## config.mk

```make
export PLATFORM = sky130hd
export DESIGN_NAME = gcfs_supervisor
export DESIGN_NICKNAME = d
export VERILOG_FILES = /design/src/shared/gcfs_pkg.sv /design/src/gcfs_blinker.sv /design/src/gcfs_supervisor.sv
export SDC_FILE = /design/constraint.sdc
export NUM_CORES = 1
export LEC_CHECK = 0
export ABC_AREA = 0
export ABC_CLOCK_PERIOD_IN_PS = 3500
export BUFFER_PORTS_ARGS = -buffer_cell sky130_fd_sc_hd__buf_4
export CAP_MARGIN = 0
export CELL_PAD_IN_SITES_DETAIL_PLACEMENT = 1
export CELL_PAD_IN_SITES_GLOBAL_PLACEMENT = 1
export CORE_MARGIN = 10
export CORE_UTILIZATION = 46
export CTS_CLUSTER_DIAMETER = 50
export DETAILED_ROUTE_END_ITERATION = 8
export PLACE_DENSITY_LB_ADDON = 0.1
export SYNTH_ARGS = -nofsm -noshare
export SYNTH_HDL_FRONTEND = slang
export SYNTH_SLANG_ARGS = --single-unit
export TNS_END_PERCENT = 1
```

## constraint.sdc

```tcl
create_clock -name clk -period 3.5 [get_ports clk]
set_input_delay 0.175 -clock clk [delete_from_list [all_inputs] [get_ports clk]]
set_output_delay 0.175 -clock clk [all_outputs]
set_load 0.03 [all_outputs]
```

## src/shared/gcfs_pkg.sv

```systemverilog
// Package for the group-send and communication fault supervisor
package gcfs_pkg;

	// ------------------------------------------------------------
	// Register map and field values
	// ------------------------------------------------------------
	localparam logic [15:0] gcfs_group_addr_offset = 16'h0031;
	localparam logic [15:0] gcfs_group_none = 16'hffff;   // -1, no group
	localparam logic [15:0] gcfs_group_reset = 16'hffff;
	localparam logic [7:0] gcfs_group_min = 8'h01;
	localparam logic [7:0] gcfs_group_max = 8'h1f;

	// ------------------------------------------------------------
	// Communication error record codes
	// ------------------------------------------------------------
	localparam logic [7:0] gcfs_err_xmit = 8'h12;
	localparam logic [7:0] gcfs_err_timeout = 8'h13;
	localparam logic [7:0] gcfs_err_undef = 8'he0;
	localparam logic [7:0] gcfs_err_range = 8'he1;
	localparam logic [7:0] gcfs_err_disable = 8'he2;
	localparam logic [7:0] gcfs_err_nvbusy = 8'he3;

	// Exception codes
	localparam logic [7:0] gcfs_exc_func = 8'h01;
	localparam logic [7:0] gcfs_exc_addr = 8'h02;
	localparam logic [7:0] gcfs_exc_value = 8'h03;
	localparam logic [7:0] gcfs_exc_fail = 8'h04;

	// Warning and alarm codes
	localparam logic [7:0] gcfs_wrn_comm = 8'h20;
	localparam logic [7:0] gcfs_alm_comm = 8'h12;
	localparam logic [7:0] gcfs_alm_timeout = 8'h13;
	localparam logic [7:0] gcfs_alm_none = 8'h00;

	// ------------------------------------------------------------
	// Sizes and timing
	// ------------------------------------------------------------
	localparam int gcfs_hist_depth = 10;
	localparam int gcfs_rec_depth = 8;
	localparam int gcfs_clk_hz = 25000000;
	localparam int gcfs_ms_cycles = gcfs_clk_hz / 1000;
	localparam int gcfs_clear_hold_ms = 10;
	localparam int gcfs_clear_hold_cycles = gcfs_clear_hold_ms * gcfs_ms_cycles;
	localparam int gcfs_blink_on_ms = 200;
	localparam int gcfs_blink_gap_ms = 1500;
	localparam logic [15:0] gcfs_timeout_reset_ms = 16'h0000;
	localparam logic [3:0] gcfs_err_limit_reset = 4'h3;

	// Frame event from the protocol engine
	typedef struct packed {
		logic done;        // frame finished, one-cycle pulse
		logic crc_error;   // transmission error seen
		logic [7:0] station; // addressed station
		logic exception;   // answer carries an exception
		logic [7:0] exc_code;
		logic exc_nvbusy;  // code 04h caused by nonvolatile busy
	} gcfs_frame_t;

	// Register access from the protocol engine
	typedef struct packed {
		logic wr;
		logic rd;
		logic [15:0] addr;
		logic [15:0] wdata;
	} gcfs_reg_t;

endpackage : gcfs_pkg

```

## src/gcfs_blinker.sv

```systemverilog
// Fault lamp blink-count generator
module gcfs_blinker
	import gcfs_pkg::*;
#(
	parameter int on_cycles = gcfs_blink_on_ms * gcfs_ms_cycles,
	parameter int gap_cycles = gcfs_blink_gap_ms * gcfs_ms_cycles
) (
	input wire logic clk,         // 25 MHz clock
	input wire logic nrst,        // Async reset, active low
	input wire logic [7:0] count, // Blinks per burst, zero is off
	output logic lamp             // Lamp drive
);
	// ------------------------------------------------------------
	// Burst sequencer
	// ------------------------------------------------------------
	logic [31:0] timer;
	logic [7:0] done_blinks;
	logic phase_on;
	logic in_gap;
	wire logic timer_end = (timer == 32'h0);

	// One on and one off period per blink, the last blink's off period being the long gap
	always_ff @(posedge clk or negedge nrst) begin
		if (!nrst) begin
			timer <= 32'h0;
			done_blinks <= 8'h0;
			phase_on <= 1'b0;
			in_gap <= 1'b1;
			lamp <= 1'b0;
		end else if (count == 8'h0) begin
			timer <= 32'h0;
			done_blinks <= 8'h0;
			phase_on <= 1'b0;
			in_gap <= 1'b1;
			lamp <= 1'b0;
		end else if (!timer_end) begin
			timer <= timer - 32'h1;
		end else if (in_gap || !phase_on) begin
			if (in_gap) begin
				done_blinks <= 8'h0;
			end
			in_gap <= 1'b0;
			phase_on <= 1'b1;
			lamp <= 1'b1;
			timer <= 32'(on_cycles - 1);
		end else begin
			phase_on <= 1'b0;
			lamp <= 1'b0;
			done_blinks <= done_blinks + 8'h1;
			if (done_blinks + 8'h1 >= count) begin
				in_gap <= 1'b1;
				timer <= 32'(gap_cycles - 1);
			end else begin
				timer <= 32'(on_cycles - 1);
			end
		end
	end

endmodule : gcfs_blinker

```

## src/gcfs_supervisor.sv

```systemverilog
// Group-send filter and communication fault supervisor
module gcfs_supervisor
	import gcfs_pkg::*;
#(
	parameter int clear_hold = gcfs_clear_hold_cycles,
	parameter int ms_div = gcfs_ms_cycles,
	parameter int hist_depth = gcfs_hist_depth,
	parameter int rec_depth = gcfs_rec_depth
) (
	input wire logic clk,                    // 25 MHz clock
	input wire logic nrst,                   // Async reset, active low
	input wire logic [7:0] own_station,      // This drive's station address
	input wire gcfs_frame_t frame,           // Frame event from protocol engine
	input wire gcfs_reg_t reg_req,           // Register access
	output logic [15:0] reg_rdata,           // Register read data
	output logic reply_enable,               // Reply may be sent for last frame
	output logic execute,                    // Frame addressed to us, pulse
	input wire logic [15:0] timeout_ms,      // Timeout setting, 0 off
	input wire logic [3:0] err_limit,        // Consecutive error threshold
	input wire logic forward_run_input,      // Pin, async
	input wire logic reverse_run_input,      // Pin, async
	input wire logic alarm_reset_input,      // Pin, async
	input wire logic alarm_reset_cmd,        // Serial reset command pulse
	input wire logic hist_clear_cmd,         // Serial history clear pulse
	input wire logic [3:0] hist_index,       // History read index
	output logic [7:0] hist_code,            // History entry, 0 if empty
	input wire logic [2:0] rec_index,        // Error record read index
	output logic [7:0] rec_code,             // Error record entry
	output logic alarm_out,                  // High while no alarm
	output logic warning_output,             // High while warning
	output logic motor_stop,                 // High while alarm stops motor
	output logic [7:0] alarm_code,           // Active alarm code
	output logic [7:0] warning_code,         // Active warning code
	output logic fault_lamp,                 // Blinking alarm lamp
	output logic power_fault_lamp            // Lit when fine, blinks on alarm
);
	// ------------------------------------------------------------
	// Pin synchronisers
	// ------------------------------------------------------------
	logic [2:0] pin_meta;
	logic [2:0] pin_sync;
	always_ff @(posedge clk or negedge nrst) begin
		if (!nrst) begin
			pin_meta <= 3'h0;
			pin_sync <= 3'h0;
		end else begin
			pin_meta <= {alarm_reset_input, reverse_run_input, forward_run_input};
			pin_sync <= pin_meta;
		end
	end
	wire logic fwd_s = pin_sync[0];
	wire logic rev_s = pin_sync[1];
	wire logic rst_s = pin_sync[2];

	// ------------------------------------------------------------
	// Group address register
	// ------------------------------------------------------------
	// Plain flops only: no path to nonvolatile storage exists
	logic [15:0] group_membership_address;
	wire logic grp_hit = reg_req.addr == gcfs_group_addr_offset;
	wire logic grp_valid = group_membership_address[15:8] == 8'h0 &&
		group_membership_address[7:0] >= gcfs_group_min &&
		group_membership_address[7:0] <= gcfs_group_max;
	always_ff @(posedge clk or negedge nrst) begin
		if (!nrst) begin
			group_membership_address <= gcfs_group_reset;
		end else if (reg_req.wr && grp_hit) begin
			group_membership_address <= reg_req.wdata;
		end
	end
	assign reg_rdata = grp_hit ? group_membership_address : 16'h0000;

	// ------------------------------------------------------------
	// Group-send address filter
	// ------------------------------------------------------------
	wire logic own_hit = frame.station == own_station;
	wire logic group_hit = grp_valid && frame.station == group_membership_address[7:0] &&
		!own_hit;
	wire logic good_frame = frame.done && !frame.crc_error;
	always_ff @(posedge clk or negedge nrst) begin
		if (!nrst) begin
			execute <= 1'b0;
			reply_enable <= 1'b0;
		end else begin
			execute <= good_frame && (own_hit || group_hit);
			if (frame.done) begin
				reply_enable <= good_frame && own_hit;
			end
		end
	end

	// ------------------------------------------------------------
	// Timeout monitor on a millisecond enable
	// ------------------------------------------------------------
	logic [31:0] ms_cnt;
	logic [15:0] idle_ms;
	logic timeout_hit;
	wire logic ms_tick = ms_cnt == 32'(ms_div - 1);
	always_ff @(posedge clk or negedge nrst) begin
		if (!nrst) begin
			ms_cnt <= 32'h0;
			idle_ms <= 16'h0;
			timeout_hit <= 1'b0;
		end else begin
			ms_cnt <= ms_tick ? 32'h0 : ms_cnt + 32'h1;
			timeout_hit <= 1'b0;
			if (good_frame || timeout_ms == 16'h0) begin
				idle_ms <= 16'h0;
			end else if (ms_tick && idle_ms != 16'hffff) begin
				idle_ms <= idle_ms + 16'h1;
				timeout_hit <= idle_ms + 16'h1 == timeout_ms;
			end
		end
	end

	// ------------------------------------------------------------
	// Consecutive error counter and warning
	// ------------------------------------------------------------
	logic [3:0] err_run;
	wire logic bad_frame = frame.done && frame.crc_error;
	wire logic err_alarm_hit = bad_frame && err_run + 4'h1 >= err_limit;
	always_ff @(posedge clk or negedge nrst) begin
		if (!nrst) begin
			err_run <= 4'h0;
			warning_output <= 1'b0;
		end else if (bad_frame) begin
			err_run <= err_alarm_hit ? 4'h0 : err_run + 4'h1;
			warning_output <= 1'b1;
		end else if (good_frame) begin
			err_run <= 4'h0;
			warning_output <= 1'b0;
		end
	end
	assign warning_code = warning_output ? gcfs_wrn_comm : 8'h00;

	// ------------------------------------------------------------
	// Clear input qualifier
	// ------------------------------------------------------------
	logic [31:0] hold_cnt;
	logic hold_ok;
	logic pin_clear;
	wire logic runs_off = !fwd_s && !rev_s;
	always_ff @(posedge clk or negedge nrst) begin
		if (!nrst) begin
			hold_cnt <= 32'h0;
			hold_ok <= 1'b0;
			pin_clear <= 1'b0;
		end else begin
			pin_clear <= 1'b0;
			if (!runs_off) begin
				hold_cnt <= 32'h0;
				hold_ok <= 1'b0;
			end else if (rst_s) begin
				if (hold_cnt < 32'(clear_hold)) begin
					hold_cnt <= hold_cnt + 32'h1;
				end else begin
					hold_ok <= 1'b1;
				end
			end else begin
				pin_clear <= hold_ok; // Acts on release
				hold_cnt <= 32'h0;
				hold_ok <= 1'b0;
			end
		end
	end

	// ------------------------------------------------------------
	// Alarm state and history
	// ------------------------------------------------------------
	// New alarm wins over a clear arriving in the same cycle
	wire logic new_alarm = (err_alarm_hit || timeout_hit) && alarm_code == gcfs_alm_none;
	wire logic [7:0] new_code = err_alarm_hit ? gcfs_alm_comm : gcfs_alm_timeout;
	wire logic do_clear = pin_clear || alarm_reset_cmd;
	logic [7:0] hist [hist_depth];
	always_ff @(posedge clk or negedge nrst) begin
		if (!nrst) begin
			alarm_code <= gcfs_alm_none;
		end else if (new_alarm) begin
			alarm_code <= new_code;
		end else if (do_clear) begin
			alarm_code <= gcfs_alm_none;
		end
	end

	// History shifts newest into slot zero
	always_ff @(posedge clk or negedge nrst) begin
		if (!nrst) begin
			for (int i = 0; i < hist_depth; i++) hist[i] <= 8'h00;
		end else if (new_alarm) begin
			hist[0] <= new_code;
			for (int i = 1; i < hist_depth; i++) hist[i] <= hist[i - 1];
		end else if (hist_clear_cmd) begin
			for (int i = 0; i < hist_depth; i++) hist[i] <= 8'h00;
		end
	end
	assign hist_code = int'(hist_index) < hist_depth ? hist[hist_index] : 8'h00;

	// ------------------------------------------------------------
	// Communication error record
	// ------------------------------------------------------------
	function automatic logic [7:0] exc_to_rec(input logic [7:0] exc, input logic nvbusy);
		if (exc == gcfs_exc_func || exc == gcfs_exc_addr) begin
			return gcfs_err_undef;
		end else if (exc == gcfs_exc_value) begin
			return gcfs_err_range;
		end else if (exc == gcfs_exc_fail) begin
			return nvbusy ? gcfs_err_nvbusy : gcfs_err_disable;
		end
		return 8'h00;
	endfunction : exc_to_rec

	logic [7:0] rec [rec_depth];
	wire logic [7:0] exc_rec = exc_to_rec(frame.exc_code, frame.exc_nvbusy);
	wire logic rec_exc = good_frame && own_hit && frame.exception && exc_rec != 8'h00; // Answered only
	wire logic rec_log = bad_frame || timeout_hit || rec_exc;
	wire logic [7:0] rec_val = bad_frame ? gcfs_err_xmit :
		timeout_hit ? gcfs_err_timeout : exc_rec;
	always_ff @(posedge clk or negedge nrst) begin
		if (!nrst) begin
			for (int i = 0; i < rec_depth; i++) rec[i] <= 8'h00;
		end else if (rec_log) begin
			rec[0] <= rec_val;
			for (int i = 1; i < rec_depth; i++) rec[i] <= rec[i - 1];
		end
	end
	assign rec_code = rec[rec_index];

	// ------------------------------------------------------------
	// Outputs and lamps
	// ------------------------------------------------------------
	wire logic alarm_active = alarm_code != gcfs_alm_none;
	assign alarm_out = !alarm_active;
	assign motor_stop = alarm_active;
	logic blink;
	gcfs_blinker u_blink (
		.clk(clk),
		.nrst(nrst),
		.count(alarm_code),
		.lamp(blink)
	);
	assign fault_lamp = blink;
	assign power_fault_lamp = alarm_active ? blink : 1'b1;

endmodule : gcfs_supervisor
```

======== Word level (Yosys, flattened, before mapping) ========
Cells that the tools add are included.
cells by class
  multiplexer cells ....................... 58
  $lt $le $gt $ge ......................... 8
  equality and inequality tests ........... 13
  reduce and logical (&&, ||, !) cells .... 43
  bitwise gates (word level) .............. 2
  $add $sub $neg .......................... 6
operators with widths
  operator               count
  $mux 32                7
  $mux 80                2
  $mux 8                 17
  $add 32x1->32 const B  2
  $mux 16                3
  $bmux 8 s4             1
  $eq 32x15->1 const B   1
  $logic_not 32->1       1
  $lt 32x18->1 const B   1
  $sub 32x1->32 const B  1
  $mux 26                1
  $bmux 8 s3             1
  $mux 1                 22
  $add 16x1->16 const B  1
  $eq 16x16->1           1
  $eq 16x6->1 const B    1
  $eq 8x2->1 const B     2
  $eq 8x8->1             2
  $logic_not 16->1       1
  $logic_not 8->1        2
  $ne 16x16->1 const B   1
  $reduce_bool 8->1      2
  $logic_and 1x1->1      15
  $mux 4                 3
  21 further kinds       39
storage, ports and cells
  output and inout port bits .............. 55
  flip-flop bits (word level) ............. 306
  bits of input ports ..................... 96
  logic and storage cells ................. 166

======== Logic depth before layout (Yosys ltp) ========
  word-level depth ........................ 8
  depth in mapped cells ................... 9
  gate-level depth less buffers ........... 8

======== Modules after synthesis ========
A second synthesis with hierarchy kept.
unflattened totals
  cell total of the unflattened synthesis .. 1025
  area, all modules ....................... 10862.9 um^2
modules (own cells, without submodules)
  module           sequential area each (um^2)  instances  cells an instance  area an instance (um^2)
  gcfs_supervisor  4174.0                       1          762                8459.4
  gcfs_blinker     1052.3                       1          263                2403.6

======== Worst setup path after synthesis ========
Ideal clock, no wire load.
  path type ............................... reg-to-reg
  from .................................... register err_run[0]
  to ...................................... register hist[16] (netlist name)
  data required time ...................... 3.375 ns
  setup time .............................. 0.125 ns
  buffers on the path ..................... 1
  period minus slack after synthesis ...... 2.466 ns
  data arrival time ....................... 2.342 ns
  slack ................................... 1.034 ns
  stages on the path, launching flop included .. 9
  cell sequence ........................... dfrtp_1 -> ha_1 -> ha_1 -> a21o_1 -> a21o_1 -> a21oi_1 -> o31a_1 -> buf_2 -> mux2_2
on the way
  word-level cells in the longest chain between the ends .. 6
  elaborated cells on any way between the ends .. 7
  classes of those cells .................. add/sub (1); order compare (1); mux (1); reduce/logical (4)
RTL lines
  element                                       line                    text
  start: declaration                            gcfs_supervisor.sv:119  logic [3:0] err_run;
  start signal: assignment                      gcfs_supervisor.sv:127  err_run <= err_alarm_hit ? 4'h0 : err_run + 4'h1;
  $add 4x1->4 *                                 gcfs_supervisor.sv:121  wire logic err_alarm_hit = bad_frame && err_run + 4'h1 >= err_limit;
  $ge 4x4->1 *                                  gcfs_supervisor.sv:121
  $logic_and 1x1->1 *                           gcfs_supervisor.sv:121
  $logic_or 1x1->1 *                            gcfs_supervisor.sv:171  wire logic new_alarm = (err_alarm_hit || timeout_hit) && alarm_code == gcfs_alm_none;
  $logic_and 1x1->1 *                           gcfs_supervisor.sv:171
  $mux 80 or $reduce_bool 2->1 (tied branches)  --
  end: declaration                              gcfs_supervisor.sv:174  logic [7:0] hist [hist_depth];
Mark *: on every way between the ends. The rest lies on a longest branch, timed or not.
A chain may end at the register's enable or synchronous reset.

======== Worst setup path after layout ========
  from .................................... register u_blink.timer[0]
  to ...................................... register u_blink.timer[22]
on the way
  word-level cells in the longest chain between the ends .. 3
  elaborated cells on any way between the ends .. 4
  classes of those cells .................. add/sub (1); mux (2); reduce/logical (1)
RTL lines
  element                                            line                                    text
  start: declaration                                 gcfs_blinker.sv:16                      logic [31:0] timer;
  start signal: assignment                           gcfs_blinker.sv:37                      timer <= timer - 32'h1;
  start signal: assignment                           gcfs_blinker.sv:45                      timer <= 32'(on_cycles - 1);
  start signal: assignment                           gcfs_blinker.sv:52                      timer <= 32'(gap_cycles - 1);
  $sub 32x1->32 or $logic_not 32->1 (tied branches)  gcfs_blinker.sv:37, gcfs_blinker.sv:20
  $mux 32 *                                          gcfs_blinker.sv:36                      end else if (!timer_end) begin
  $mux 32 *                                          gcfs_blinker.sv:30                      end else if (count == 8'h0) begin
Marks and branches as above.

==> flow_metrics.env <==
export IMPL_status="completed"
export IMPL_ioPinCount=151
export IMPL_core_area_um2=22800
export IMPL_clkSlewWorstSetupHoldPaths_ns=0.06
export IMPL_ys_seq_elements=208
export IMPL_path_class="flip-flop to flip-flop"
export IMPL_slowest_delay_ns=0.46
export IMPL_setup_viol_count_final=0
export IMPL_numPortBuffers=130
export IMPL_ff_latch_area_um2=5230
export IMPL_start_util_pct=47.1
export IMPL_drive_gt1_share_pct=25.2
export IMPL_drc_errors=0
export IMPL_power_density_nw_per_um2=634
export IMPL_r2r_slack_ns=0.65
export IMPL_peakVddDrop_mv=0.406
export IMPL_netlist_top_cells_count="dfrtp_1 (191), nor2_1 (87), xnor2_1 (71)"
export IMPL_critPathSlowestCell="or3b_1"
export IMPL_yosysMostFrequentCell="dfrtp_1"
export IMPL_fin_nets=1284
export IMPL_rsz0062_at_grt="false"
export IMPL_synth_largest_area_cell="dfrtp_1"
export IMPL_postRouteAntennaNets=0
export IMPL_grt_antenna_before_repair=0
export IMPL_insertion_delay_ns=0.53
export IMPL_row_count=55
export IMPL_syn_cell_area_um2=10800
export IMPL_netlist_instances=1014
export IMPL_endpoint_kind="flip-flop"
export IMPL_diodes=0
export IMPL_synth_edf_count=0
export IMPL_place_hpwl_mm=19.1
export IMPL_hold_viol=0
export IMPL_p_leak_nw=6.11
export IMPL_drt_iter0_drc=495
export IMPL_cp_arrival_ns=3.27
export IMPL_maxCapViolCount=0
export IMPL_via_per_inst=5.39
export IMPL_period_share_pct=81.5
export IMPL_yosysWarnings=0
export IMPL_cts_tree="yes"
export IMPL_ys_seq_area_share_pct=48.6
export IMPL_die_height_um=173
export IMPL_grt_pass1_vias=8789
export IMPL_htreeDepth=1
export IMPL_crit_chain="inv_1, ha_1, or3b_1, nor3_2, nand4_2, nor2_2, o21ai_1, and3_1"
export IMPL_max_freq_mhz=350
export IMPL_num_vias=8120
export IMPL_fillCellCount=2508
export IMPL_critPathMaxFanout=15
export IMPL_path_buf_inv=1
export IMPL_first_pass_iters=4
export IMPL_cts_root_buf="clkbuf_16"
export IMPL_grt_overflow=0
export IMPL_synth_top_area_share_pct=44.4
export IMPL_cts_inserted_buffers=28
export IMPL_slew_headroom_pct=32.5
export IMPL_die_w_um=173
export IMPL_fin_worst_skew_ns=0.0153
export IMPL_cts_sinks=208
export IMPL_worstMarginPinSlew_ns=1.01
export IMPL_post_drt_wl_per_cell_um=18.5
export IMPL_netlist_cell_type_count=68
export IMPL_critPathLaunchType="flip-flop"
export IMPL_fin_util_pct=58.2
export IMPL_grt_pass1_wl_mm=46.8
export IMPL_setup_tns_ns=0
export IMPL_grt_max_degree=120
export IMPL_dieArea_um2=29900
export IMPL_synth_avg_cell_area_um2=10.6
export IMPL_gp_congestion=0.810
export IMPL_slew_viol_final=0
export IMPL_multiInputGateArea_um2=5200
export IMPL_cts_buffer_depth=3
export IMPL_async_reset_ff_share_pct=100
export IMPL_synthToLayoutAreaGrowth_pct=23.4
export IMPL_wl_mm=27.9
export IMPL_critPathRequiredTime_ns=3.92
export IMPL_path_delay_family="simple AND/OR/NAND/NOR gates"
export IMPL_synthFlopType="dfrtp_1"
export IMPL_grt_util_all_layers_pct=18.4
export IMPL_synthTopCellsByArea="dfrtp_1 (44%), mux2_2 (6.8%), xnor2_1 (5.8%)"
export IMPL_hold_path_class="input pin to flip-flop"
export IMPL_period_needed_ns=2.85
[registers in the layout, indices dropped and copies added (netlist names), 2 cells and up]
signal	count
pin_meta	3
idle_ms	16
err_run	4
rec	32
pin_sync	3
alarm_code	2
hist	20
u_blink.timer	32
hold_cnt	32
u_blink.done_blinks	8
ms_cnt	32
group_membership_address	16
[cells by family after synthesis]
family          synth area share (%)
compound gates                  5.89
xor+xnor                        9.52
fa+ha+maj                       1.51
buf+inv                         3.77
flops                           48.6
mux                             10.1
other cells                   0.0348
simple gates                    20.6
[stage by stage]
stage	instance area [µm²]	setup slack, ns	total power [mW]	instances	hold slack (ns)
2_1_floorplan	10800	1.03	4.70	1032	-0.121
3_3_place_gp	12000	0.686	5.30	1431	0.285
3_5_place_dp	12000	0.665	5.37	1431	0.285
4_1_cts	13300	0.636	8.53	1507	0.0259
5_1_grt	13300	0.422	8.97	1507	0.0519
6_report	13300	0.646	8.43	1507	0.0328
[layer usage]
layer | routed length (µm) | track usage, %
met1 | 12200 | 23.5
met2 | 14400 | 32.3
met3 | 804 | 2.90
met4 | 469 | 3.81
met5 | 0 | 0
[worst paths after layout]
check / from / to / cells after the start
setup / recovery: u_blink.timer[0] / u_blink.timer[22] / 8
hold / removal: timeout_ms[12] / timeout_hit / 4
setup reg to reg: u_blink.timer[0] / u_blink.timer[22] / 8
hold reg to reg: pin_meta[0] / pin_sync[0] / 0
max in group asynchronous: nrst / hold_cnt[6] / 3
min in group asynchronous: nrst / hist[33] / 2
[worst reg2reg max path: stages, from the launching register on]
cell and delay (ns):
dfrtp_1 0.41, inv_1 0.07, ha_1 0.17, or3b_1 0.46, nor3_2 0.28, nand4_2 0.39
nor2_2 0.43, o21ai_1 0.28, and3_1 0.26
[cell usage in the layout (no fill, tap or decap), drive strengths merged, types with 17 or more instances in the layout]
cell | netlist | routed
dfrtp | 191 | 191
buf | 31 | 141
nor2 | 88 | 88
xnor2 | 71 | 71
mux2 | 65 | 65
nand2 | 64 | 64
xor2 | 46 | 46
a21oi | 36 | 36
clkbuf | 25 | 35
and3 | 33 | 33
nor4 | 32 | 32
o21ai | 31 | 31
inv | 26 | 29
nor3 | 28 | 28
nand3 | 27 | 27
dlygate4sd3 | 0 | 27
nor2b | 24 | 24
and2 | 24 | 24
nand4 | 20 | 20
conb | 1 | 19
dfstp | 17 | 17
[cell type report]
class                      instances  share of cell area, %
clock inverter                    15                   1.67
clock buffer                      34                   5.98
tap                              313                   2.95
multi-input combinational        742                   39.1
inverter                          26                  0.735
sequential                       208                   39.3
timing repair buffer             169                   10.2
[what timing repair did]
action | 4_1_cts | 5_1_grt
buffers inserted | 0 | 0
hold buffers | 27 | 0
hold endpoints to repair | 138 | 0
resized for setup | 0 | 0
[where the power goes]
part,switching [mW],internal (mW)
logic,1.47,1.08
registers,0.207,2.61
clock network,1.09,1.98
total,2.77,5.66
(Power assumes the default switching activity.)
